==> src/verilog/stm_pkg.sv <==
// package: message codes, extended codes and sizes for the target message handler
// assumes a single 40 mhz core clock shared by both ends
package stm_pkg;
  localparam logic [7:0] MSG_EXTENDED = 8'h01;
  localparam logic [7:0] MSG_ABORT = 8'h06;
  localparam logic [7:0] MSG_REJECT = 8'h07;
  localparam logic [7:0] MSG_BUS_DEV_RESET = 8'h0c;
  localparam logic [7:0] MSG_ABORT_TAG = 8'h0d;
  localparam logic [7:0] MSG_CLEAR_QUEUE = 8'h0e;
  localparam logic [7:0] MSG_SIMPLE_TAG = 8'h20;
  localparam logic [7:0] MSG_HEAD_TAG = 8'h21;
  localparam logic [7:0] MSG_ORDERED_TAG = 8'h22;
  localparam logic [7:0] IDENTIFY_FLAG = 8'h80;
  localparam logic [7:0] EXT_MODIFY_PTR = 8'h00;
  localparam logic [7:0] EXT_SYNC_REQ = 8'h01;
  localparam logic [7:0] EXT_OLD_IDENT = 8'h02;
  localparam logic [7:0] EXT_WIDE_REQ = 8'h03;
  localparam logic [7:0] EXT_VENDOR_BASE = 8'h80;
  localparam logic [8:0] EXT_ZERO_LEN_COUNT = 9'h100;
  localparam int EXT_MIN_BYTES = 3;
  localparam int NEXUS_W = 4;
  typedef enum logic [2:0] {
    STM_ACT_NONE, STM_ACT_ABORT, STM_ACT_ABORT_TAG, STM_ACT_RESET, STM_ACT_CLEAR_Q
  } stm_action_t;
  typedef enum logic [1:0] {
    STM_EXT_MODIFY, STM_EXT_SYNC, STM_EXT_WIDE, STM_EXT_OTHER
  } stm_ext_t;
endpackage

==> src/verilog/stm_link_if.sv <==
// interface: message byte link between target and initiator ends
// assumes both ends on one clock; valid/ready stand in for req/ack
`timescale 1ns/1ps
`default_nettype none
interface stm_link_if;
  logic out_valid;
  logic out_ready;
  logic [7:0] out_byte;
  logic out_atn;
  logic in_valid;
  logic in_ready;
  logic [7:0] in_byte;
  logic bus_free;
  logic reselect;
  logic select;
  modport target (input out_valid, input out_byte, input out_atn, output out_ready,
    output in_valid, output in_byte, input in_ready, output bus_free,
    input select, output reselect);
  modport initiator (output out_valid, output out_byte, output out_atn, input out_ready,
    input in_valid, input in_byte, output in_ready, input bus_free,
    output select, input reselect);
endinterface
`default_nettype wire

==> src/verilog/stm_target.sv <==
// target end: parses messages out, enforces ordering and nexus, performs clears
// assumes the initiator presents one byte at a time and holds it until out_ready
`timescale 1ns/1ps
`default_nettype none
// Summary of operation
// - extended message: 01h, length, code, args
// - length zero means 256 bytes follow
// - decode codes 00h, 01h, 03h
// - 02h, 04h-7Fh reserved; 80h+ vendor
// - initiator first message: identify/abort/reset
// - other first message gives bus free
// - queue tag directly follows identify
// - after reselection target sends identify first
// - different second identify gives bus free
// - initiator aligns pointers when nexus set; the code does so at selection only with disc_allowed
// - initiator restores pointers on reconnection
// - abort clears initiator unit processes
// - abort without identify: bus free only
// - abort accepted with nothing queued
// - clears keep mode, reservation, allegiance
// - abort tag implemented for tagged queuing
// - abort tag clears current process only
// - abort tag before full identify: no abort
// - bus device reset clears all, unit attention
// - clear queue clears unit for all
// - unit attention for other affected initiators
// - first byte one starts extended message
module stm_target (
  stm_link_if.target link,
  input wire logic core_clk,
  input wire logic rst_n,
  input wire logic [stm_pkg::NEXUS_W-1:0] resel_lun,
  input wire logic resel_start,
  input wire logic resel_tagged,
  input wire logic other_init_active,
  output logic [stm_pkg::NEXUS_W-1:0] nexus_lun,
  output logic nexus_valid,
  output logic tag_valid,
  output logic [7:0] tag_value,
  output stm_pkg::stm_action_t action,
  output logic action_stb,
  output logic unit_atten_all,
  output logic unit_atten_others,
  output logic unexpected_disc,
  output logic ext_done_stb,
  output stm_pkg::stm_ext_t ext_kind,
  output logic [7:0] ext_code
);
  import stm_pkg::*;
  typedef enum logic [2:0] {
    ST_IDLE, ST_FIRST, ST_AFTER_ID, ST_MSG, ST_TAG_ARG, ST_EXT_LEN, ST_EXT_CODE, ST_EXT_ARGS
  } stm_state_t;
  stm_state_t state_reg;
  logic [8:0] ext_left_reg;
  logic reject_pend_reg;
  logic resel_send_reg;
  logic bus_free_reg;
  logic full_id_reg;
  logic [7:0] in_byte_reg;
  logic in_valid_reg;
  logic [7:0] b;
  logic take;
  function automatic logic is_identify(input logic [7:0] v);
    return (v & IDENTIFY_FLAG) != 8'h00;
  endfunction
  function automatic logic is_tag(input logic [7:0] v);
    return v == MSG_SIMPLE_TAG || v == MSG_HEAD_TAG || v == MSG_ORDERED_TAG;
  endfunction
  assign b = link.out_byte;
  assign take = link.out_valid && link.out_ready;
  // stall out while a reply byte waits, so replies are never overrun
  assign link.out_ready = !in_valid_reg && !bus_free_reg;
  assign link.in_valid = in_valid_reg;
  assign link.in_byte = in_byte_reg;
  assign link.bus_free = bus_free_reg;
  assign link.reselect = resel_send_reg;

  always_ff @(posedge core_clk or negedge rst_n) begin
    if (!rst_n) begin
      state_reg <= ST_IDLE;
      ext_left_reg <= 9'h000;
      nexus_lun <= '0;
      nexus_valid <= 1'b0;
      full_id_reg <= 1'b0;
      tag_valid <= 1'b0;
      tag_value <= 8'h00;
      action <= STM_ACT_NONE;
      action_stb <= 1'b0;
      unit_atten_all <= 1'b0;
      unit_atten_others <= 1'b0;
      unexpected_disc <= 1'b0;
      bus_free_reg <= 1'b0;
      reject_pend_reg <= 1'b0;
      ext_done_stb <= 1'b0;
      ext_kind <= STM_EXT_OTHER;
      ext_code <= 8'h00;
    end else begin
      action_stb <= 1'b0;
      unit_atten_all <= 1'b0;
      unit_atten_others <= 1'b0;
      unexpected_disc <= 1'b0;
      ext_done_stb <= 1'b0;
      reject_pend_reg <= 1'b0;
      bus_free_reg <= 1'b0;
      case (state_reg)
        ST_IDLE: begin
          if (link.select) begin
            state_reg <= ST_FIRST;
            nexus_valid <= 1'b0;
            full_id_reg <= 1'b0;
            tag_valid <= 1'b0;
          end else if (resel_start) begin
            state_reg <= ST_AFTER_ID;
            nexus_lun <= resel_lun;
            nexus_valid <= 1'b1;
            full_id_reg <= !resel_tagged;
            tag_valid <= 1'b0;
          end
        end
        ST_FIRST: if (take) begin
          if (is_identify(b)) begin
            nexus_lun <= b[NEXUS_W-1:0];
            nexus_valid <= 1'b1;
            full_id_reg <= 1'b1;
            state_reg <= ST_AFTER_ID;
          end else if (b == MSG_ABORT) begin
            bus_free_reg <= 1'b1;
            state_reg <= ST_IDLE;
          end else if (b == MSG_BUS_DEV_RESET) begin
            action <= STM_ACT_RESET;
            action_stb <= 1'b1;
            unit_atten_all <= 1'b1;
            bus_free_reg <= 1'b1;
            state_reg <= ST_IDLE;
          end else begin
            unexpected_disc <= 1'b1;
            bus_free_reg <= 1'b1;
            state_reg <= ST_IDLE;
          end
        end
        ST_AFTER_ID, ST_MSG: if (take) begin
          if (state_reg == ST_AFTER_ID && is_tag(b)) begin
            state_reg <= ST_TAG_ARG;
          end else if (is_identify(b)) begin
            if (b[NEXUS_W-1:0] != nexus_lun) begin
              unexpected_disc <= 1'b1;
              bus_free_reg <= 1'b1;
              state_reg <= ST_IDLE;
            end else begin
              state_reg <= ST_MSG;
            end
          end else if (b == MSG_EXTENDED) begin
            state_reg <= ST_EXT_LEN;
          end else if (b == MSG_ABORT) begin
            action <= STM_ACT_ABORT;
            action_stb <= 1'b1;
            bus_free_reg <= 1'b1;
            state_reg <= ST_IDLE;
          end else if (b == MSG_ABORT_TAG) begin
            action <= full_id_reg ? STM_ACT_ABORT_TAG : STM_ACT_NONE;
            action_stb <= full_id_reg;
            bus_free_reg <= 1'b1;
            state_reg <= ST_IDLE;
          end else if (b == MSG_CLEAR_QUEUE) begin
            action <= STM_ACT_CLEAR_Q;
            action_stb <= 1'b1;
            unit_atten_others <= other_init_active;
            bus_free_reg <= 1'b1;
            state_reg <= ST_IDLE;
          end else if (b == MSG_BUS_DEV_RESET) begin
            action <= STM_ACT_RESET;
            action_stb <= 1'b1;
            unit_atten_all <= 1'b1;
            bus_free_reg <= 1'b1;
            state_reg <= ST_IDLE;
          end else begin
            reject_pend_reg <= 1'b1;
            state_reg <= ST_MSG;
          end
        end
        ST_TAG_ARG: if (take) begin
          tag_value <= b;
          tag_valid <= 1'b1;
          full_id_reg <= 1'b1;
          state_reg <= ST_MSG;
        end
        ST_EXT_LEN: if (take) begin
          ext_left_reg <= (b == 8'h00) ? EXT_ZERO_LEN_COUNT : {1'b0, b};
          state_reg <= ST_EXT_CODE;
        end
        ST_EXT_CODE: if (take) begin
          ext_code <= b;
          ext_left_reg <= ext_left_reg - 9'h001;
          case (b)
            EXT_MODIFY_PTR: ext_kind <= STM_EXT_MODIFY;
            EXT_SYNC_REQ: ext_kind <= STM_EXT_SYNC;
            EXT_WIDE_REQ: ext_kind <= STM_EXT_WIDE;
            default: ext_kind <= STM_EXT_OTHER;
          endcase
          if (ext_left_reg == 9'h001) begin
            ext_done_stb <= 1'b1;
            state_reg <= ST_MSG;
          end else begin
            state_reg <= ST_EXT_ARGS;
          end
        end
        ST_EXT_ARGS: if (take) begin
          ext_left_reg <= ext_left_reg - 9'h001;
          if (ext_left_reg == 9'h001) begin
            ext_done_stb <= 1'b1;
            state_reg <= ST_MSG;
          end
        end
        default: state_reg <= ST_IDLE;
      endcase
    end
  end

  // reply path: reject for unknown codes, identify on reselection
  always_ff @(posedge core_clk or negedge rst_n) begin
    if (!rst_n) begin
      in_valid_reg <= 1'b0;
      in_byte_reg <= 8'h00;
      resel_send_reg <= 1'b0;
    end else begin
      resel_send_reg <= 1'b0;
      if (in_valid_reg && link.in_ready) begin
        in_valid_reg <= 1'b0;
      end
      if (state_reg == ST_IDLE && resel_start && !link.select) begin
        resel_send_reg <= 1'b1;
        in_valid_reg <= 1'b1;
        in_byte_reg <= IDENTIFY_FLAG | {{(8-NEXUS_W){1'b0}}, resel_lun};
      end else if (reject_pend_reg) begin
        in_valid_reg <= 1'b1;
        in_byte_reg <= MSG_REJECT;
      end else if (ext_done_stb && ext_kind == STM_EXT_OTHER) begin
        in_valid_reg <= 1'b1;
        in_byte_reg <= MSG_REJECT;
      end
    end
  end
endmodule
`default_nettype wire

==> src/flat_wrapper.sv <==
// flat-port wrapper written by rule: the top's interface ports become plain ports
module stm_target_flat import stm_pkg::*;
  (core_clk, rst_n, resel_lun, resel_start, resel_tagged, other_init_active, nexus_lun, nexus_valid, tag_valid, tag_value, action, action_stb, unit_atten_all, unit_atten_others, unexpected_disc, ext_done_stb, ext_kind, ext_code, link_out_valid, link_out_byte, link_out_atn, link_out_ready, link_in_valid, link_in_byte, link_in_ready, link_bus_free, link_select, link_reselect);
  stm_link_if link_i ();
  input wire logic core_clk;
  input wire logic rst_n;
  input wire logic [stm_pkg::NEXUS_W-1:0] resel_lun;
  input wire logic resel_start;
  input wire logic resel_tagged;
  input wire logic other_init_active;
  output logic [stm_pkg::NEXUS_W-1:0] nexus_lun;
  output logic nexus_valid;
  output logic tag_valid;
  output logic [7:0] tag_value;
  output stm_pkg::stm_action_t action;
  output logic action_stb;
  output logic unit_atten_all;
  output logic unit_atten_others;
  output logic unexpected_disc;
  output logic ext_done_stb;
  output stm_pkg::stm_ext_t ext_kind;
  output logic [7:0] ext_code;
  input wire logic [$bits(link_i.out_valid)-1:0] link_out_valid;
  input wire logic [$bits(link_i.out_byte)-1:0] link_out_byte;
  input wire logic [$bits(link_i.out_atn)-1:0] link_out_atn;
  output wire logic [$bits(link_i.out_ready)-1:0] link_out_ready;
  output wire logic [$bits(link_i.in_valid)-1:0] link_in_valid;
  output wire logic [$bits(link_i.in_byte)-1:0] link_in_byte;
  input wire logic [$bits(link_i.in_ready)-1:0] link_in_ready;
  output wire logic [$bits(link_i.bus_free)-1:0] link_bus_free;
  input wire logic [$bits(link_i.select)-1:0] link_select;
  output wire logic [$bits(link_i.reselect)-1:0] link_reselect;
  assign link_i.out_valid = link_out_valid;
  assign link_i.out_byte = link_out_byte;
  assign link_i.out_atn = link_out_atn;
  assign link_out_ready = link_i.out_ready;
  assign link_in_valid = link_i.in_valid;
  assign link_in_byte = link_i.in_byte;
  assign link_i.in_ready = link_in_ready;
  assign link_bus_free = link_i.bus_free;
  assign link_i.select = link_select;
  assign link_reselect = link_i.reselect;
  stm_target u_core (.link(link_i), .core_clk(core_clk), .rst_n(rst_n), .resel_lun(resel_lun), .resel_start(resel_start), .resel_tagged(resel_tagged), .other_init_active(other_init_active), .nexus_lun(nexus_lun), .nexus_valid(nexus_valid), .tag_valid(tag_valid), .tag_value(tag_value), .action(action), .action_stb(action_stb), .unit_atten_all(unit_atten_all), .unit_atten_others(unit_atten_others), .unexpected_disc(unexpected_disc), .ext_done_stb(ext_done_stb), .ext_kind(ext_kind), .ext_code(ext_code));
endmodule
==> config.mk <==
export PLATFORM = sky130hd
export DESIGN_NAME = stm_target_flat
export DESIGN_NICKNAME = d
export VERILOG_FILES = /design/src/verilog/stm_pkg.sv /design/src/verilog/stm_link_if.sv /design/src/verilog/stm_target.sv /design/src/flat_wrapper.sv
export SDC_FILE = /design/constraint.sdc
export NUM_CORES = 1
export LEC_CHECK = 0
export ABC_AREA = 1
export BUFFER_PORTS_ARGS = -buffer_cell sky130_fd_sc_hd__buf_2
export CELL_PAD_IN_SITES_DETAIL_PLACEMENT = 1
export CELL_PAD_IN_SITES_GLOBAL_PLACEMENT = 2
export CORE_ASPECT_RATIO = 0.9
export CORE_UTILIZATION = 29
export CTS_BUF_LIST = sky130_fd_sc_hd__clkbuf_4
export DETAILED_ROUTE_END_ITERATION = 10
export GPL_ROUTABILITY_DRIVEN = 0
export PLACE_DENSITY = 0.86
export SLEW_MARGIN = 30
export SYNTH_ARGS = -nofsm -noshare
export SYNTH_HDL_FRONTEND = slang
export SYNTH_SLANG_ARGS = --single-unit
export TNS_END_PERCENT = 1
==> constraint.sdc <==
create_clock -name core_clk -period 1.54 [get_ports core_clk]
set_clock_uncertainty 0.15 [all_clocks]
set_input_delay 0.154 -clock core_clk [delete_from_list [all_inputs] [get_ports core_clk]]
set_output_delay 0.154 -clock core_clk [all_outputs]
set_load 0.005 [all_outputs]
Word-level counts from Yosys, hierarchy flattened
Index checks and enable logic that the tools add are counted.
{ "classes": {"add_sub_neg": 1, "eq_ne": 36, "mux": 120, "reduce_logical": 33} }
{ "ops": {"columns": ["operator", "count"], "rows": [
  ["$mux 3", 27],
  ["$mux 1", 67],
  ["$mux 9", 3],
  ["$eq 8x4->1 const B", 3],
  ["$eq 8x6->1 const B", 3],
  ["$mux 8", 3],
  ["$pmux 3 s7", 1],
  ["$pmux 9 s2", 1],
  ["$mux 4", 4],
  ["$ne 2x1->1 const B", 8],
  ["$ne 2x2->1 const B", 8],
  ["$reduce_and 8->1", 2],
  ["$eq 3x3->1 const B", 4],
  ["$pmux 1 s2", 6],
  ["$reduce_and 5->1", 2],
  ["$eq 9x1->1 const B", 1],
  ["$sub 9x1->9 const B", 1],
  ["$eq 8x1->1 const B", 1],
  ["$eq 8x2->1 const B", 1],
  ["$eq 8x3->1 const B", 1],
  ["$logic_not 8->1", 1],
  ["$mux 2", 4],
  ["$pmux 4 s2", 1],
  ["$reduce_bool 2->1", 4],
  ["18 further kinds", 33]
]} }
{ "word_totals": {"register_bits": 57, "in_bits": 21, "word_cells": 210} }

Depth between registers and ports, before layout
{ "logic_depth": {"ltp_word": 10, "mapped_depth": 12} }

Least setup slack after synthesis
No wires, ideal clock.
{ "synth_timing": {"path_kind": "register -> register", "start": "register u_core.bus_free_reg, in the netlist u_core.link.bus_free", "end": "register u_core.ext_left_reg[8]", "setup_time_ns": 0.131, "arrival_ns": 1.268, "setup_slack_ns": -0.008, "path_stages_with_launch": 8, "n_path_buf": 1, "synth_period_minus_slack_ns": 1.548, "path_cell_list": "dfrtp_1 > nor2_2 > nand2_4 > inv_1 > nand3_1 > buf_2 > a31oi_1 > a22oi_1"} }
{ "synth_via": {"elab_chain_cells": 5, "elab_cells_between_ends": 6} }
{ "synth_lines": {"columns": ["element", "line", "text"], "rows": [
  ["from (decl)", "stm_target.sv:57", "logic bus_free_reg;"],
  ["from (signal assigned)", "stm_target.sv:92", "bus_free_reg <= 1'b0;"],
  ["from (signal assigned)", "stm_target.sv:104", "bus_free_reg <= 1'b0;"],
  ["from (signal assigned)", "stm_target.sv:127", "bus_free_reg <= 1'b1;"],
  ["$logic_not 1->1 *", "stm_target.sv:72", "assign link.out_ready = !in_valid_reg && !bus_free_reg;"],
  ["$logic_and 1x1->1 *", "stm_target.sv:72", null],
  ["net link_out_ready", "flat_wrapper.sv:26", "output wire logic [$bits(link_i.out_ready)-1:0] link_out_ready;"],
  ["$logic_and 1x1->1 *", "stm_target.sv:70", "assign take = link.out_valid && link.out_ready;"],
  ["$ne 2x1->1 (no source line)", null, null],
  ["$reduce_and 3->1 (no source line) *", null, null],
  ["to (signal assigned)", "stm_target.sv:188", "ext_left_reg <= (b == 8'h00) ? EXT_ZERO_LEN_COUNT : {1'b0, b};"],
  ["to (signal assigned)", "stm_target.sv:193", "ext_left_reg <= ext_left_reg - 9'h001;"],
  ["to (signal assigned)", "stm_target.sv:208", "ext_left_reg <= ext_left_reg - 9'h001;"],
  ["to (decl)", "stm_target.sv:54", "logic [8:0] ext_left_reg;"]
]} }
The timed path passes the listed nets; every way through them passes the cells marked *.
A chain may end at the register's enable or synchronous reset.

Worst setup path after layout
{ "layout_timing": {"start": "register u_core.in_valid_reg, in the netlist u_core.link.in_valid", "end": "register u_core.ext_left_reg[5]"} }
{ "layout_via": {"elab_chain_cells": 5, "elab_cells_between_ends": 6} }
{ "layout_lines": {"columns": ["element", "line", "text"], "rows": [
  ["from (decl)", "stm_target.sv:60", "logic in_valid_reg;"],
  ["from (signal assigned)", "stm_target.sv:222", "in_valid_reg <= 1'b0;"],
  ["from (signal assigned)", "stm_target.sv:228", "in_valid_reg <= 1'b0;"],
  ["from (signal assigned)", "stm_target.sv:232", "in_valid_reg <= 1'b1;"],
  ["$logic_not 1->1 *", "stm_target.sv:72", null],
  ["$logic_and 1x1->1 *", "stm_target.sv:72", null],
  ["$logic_and 1x1->1 *", "stm_target.sv:70", null],
  ["$ne 2x1->1 (no source line)", null, null],
  ["$reduce_and 3->1 (no source line) *", null, null]
]} }
Mark *: on every way between the ends. The rest lies on a longest branch, timed or not.

==> impl_metrics.yaml <==
outcome:
  status: "finished, violations left"
  violations: "setup timing"
power_and_ir_drop:
  leakagePower_nw: 2.28
  irDropWorstVdd_v: 0.000510
  p_per_area_nw_per_um2: 1260
clock_network:
  clock_sinks: 54
  cts_tree: "done"
  clkTransAtPathRegs_ps: 170
  cts.path.max_buffers: 2
  cts_buffers: 5
  clk_latency_ps: 380
  cts-root-buf: "clkbuf_4"
  htreeDepth: 2
hold_path:
  hold_class: "primary input to flop"
  min_to: "u_core.ext_code[5]"
  holdPathStages: 4
  min-delay-start: "link_out_byte[5]"
detailed_routing:
  antenna_left: 0
  avgRoutedWirePerCell_um: 14.0
  routed_wl_mm: 9.29
  vias_per_cell: 4.62
  drt_iter0_drc: 118
  dr.pass1.iters: 4
  dr_total_vias: 3060
  drc: 0
critical_path:
  rr_worst_depth: 8
  crit_fanout: 7
  path_class: "flop to flop"
  rrSetupSlack_ps: -90
  required_ps: 1690
  worst_setup_path_start_kind: "flop"
  cp.arrival_ps: 1780
  reg2reg_to: "u_core.ext_left_reg[5]"
  r2r-start: "u_core.link.in_valid"
  worst_setup_path_end_kind: "flop"
yosys:
  yosysTopAreaCell: "dfrtp_1"
  synthDistinctLibCells: 37
  syn_area_sq_um: 3050
  async_flop_share: 1.00
  synth.top_cell.area_share: 0.426
  synth-edff-count: 0
  synthTopCellsByArea: "dfrtp_1 (43%), nand2_1 (11%), inv_1 (6.1%), nor2_1 (5.4%), o21ai_0 (5.2%)"
  synth_warnings: 0
  postSynthAreaPerCell_sq_um: 7.67
  ys_seq_elements: 54
  postSynthCellCount: 398
  synth_common_cells: "nand2_1 (93), dfrtp_1 (52), inv_1 (50)"
  ys_seq_area_frac: 0.443
  yosysMostFrequentCell: "nand2_1"
  synthFlopType: "dfrtp_1"
placement:
  io_buffers: 60
  hpwl_mm: 7.07
sta:
  max_freq_ghz: 0.614
  period_needed_ps: 1630
  finalMaxSlewViolations: 0
  setup_viol: 22
  worst_hold_slack_ps: 23.9
  setup_ws_ps: -87.9
  rsz0062_at_grt: "yes"
  hold_viol: 0
  finalCritPeriodShare: 1.06
floorplanning:
  die_x_um: 110
  start_util: 0.298
  dieArea_sq_um: 10900
  die_h_um: 99.4
  num_rows: 35
  io_pins: 65
  fp.coreArea_sq_um: 10200
grt:
  antenna_found_initial: 0
  grt_pass1_vias: 3099
  grt_pass1_wl_mm: 14.9
  overflow: 0
  grtUsageTotal: 0.176
  grt_start_max_net_pins: 55
layout:
  antenna-diode-count: 0
  syn_to_final_growth_pct: 39.0
  nNetsFinal: 556
  nFillCells: 1304
  largest_reg_flops: 9
  utilization: 0.414
  final_layout_size_suffix_gt1_frac: 0.408
flow_run:
  cap_violations: 0
## cells in the final DEF, fill, tap and decap left out, drive strengths merged, types with 3 or more instances in the layout
cell         instances
conb                 3
dlygate4sd3         10
clkbuf               5
o21ai               52
o21a                 3
buf                125
nand3               17
inv                 63
nor3                 3
nand2              112
dfrtp               52
a21oi                9
nor2                57
## worst max-delay path by stage
stage,start,to,slack [ps]
CTS,u_core.link.bus_free,u_core.ext_left_reg[5],-60
finish,u_core.link.in_valid,u_core.ext_left_reg[5],-90
global route,u_core.state_reg[0],u_core.action[1],-170
global placement,u_core.link.bus_free,u_core.ext_left_reg[5],-100
floorplan,u_core.state_reg[2],u_core.nexus_lun[3],20
detailed placement,u_core.link.bus_free,u_core.ext_left_reg[2],-150
## where the power goes
part | internal [W] | switching [W] | total, W
clock | 0.000180 | 0.000490 | 0.000669
sequential | 0.00179 | 0.000271 | 0.00206
combinational | 0.00118 | 0.00145 | 0.00262
total | 0.00314 | 0.00221 | 0.00535
## critical path: stages (launching register included)
cell and delay [ps]:
dfrtp_1 450, nor2_4 120, nand2_4 110, inv_2 100, nand3_2 120, buf_4 190, a21oi_1 110, o21ai_0 90
o21ai_0 100
## timing repair
| action | CTS | global route |
|---|---|---|
| pin swaps | 3 | 11 |
| hold buffers | 10 | 0 |
| setup endpoints to repair | 38 | 42 |
| cloned | 0 | 0 |
| hold endpoints to repair | 70 | 0 |
| buffers inserted | 3 | 6 |
| gates resized for setup | 17 | 33 |
## routing by layer
layer / GRT usage / wire length, um
met1: 0.229 / 4370
met4: 0.0364 / 73
met3: 0.0203 / 272
met2: 0.312 / 4570
met5: 0 / 0
## final cells by class
type | count | area (sq um) | share of cell area
Clock buffer | 5 | 37.5 | 0.00884
Clock inverter | 3 | 20.0 | 0.00472
Inverter | 63 | 256 | 0.0604
Multi-Input combinational cell | 274 | 1500 | 0.353
Sequential cell | 54 | 1360 | 0.319
Tap cell | 129 | 161 | 0.0380
Timing Repair Buffer | 135 | 916 | 0.216
## cells by family (layout without fill, tap and decap cells)
group                    count (synthesis)  after routing  synth area share
AO/OA/AOI/OAI                           76             76             0.150
XOR/XNOR                                 1              1           0.00287
adder cells (fa/ha/maj)                  2              2           0.00819
buffers and inverters                   72            206             0.100
flip-flops                              54             54             0.443
other                                    1              3           0.00123
AND/OR/NAND/NOR                        192            192             0.295
## per-stage QoR
step,total power (W),instance area [sq um],instances,setup TNS (ps),setup WS (ps)
after floorplan,0.00340,3070,400,0,21.1
final,0.00535,4240,663,-879,-87.9
after global placement,0.00435,3900,636,-753,-98.0
after detailed placement,0.00446,3900,636,-1710,-147
after CTS,0.00524,4120,657,-568,-62.6
after global routing,0.00582,4240,663,-4110,-174
No activity file was read; power rests on OpenSTA's default activity.
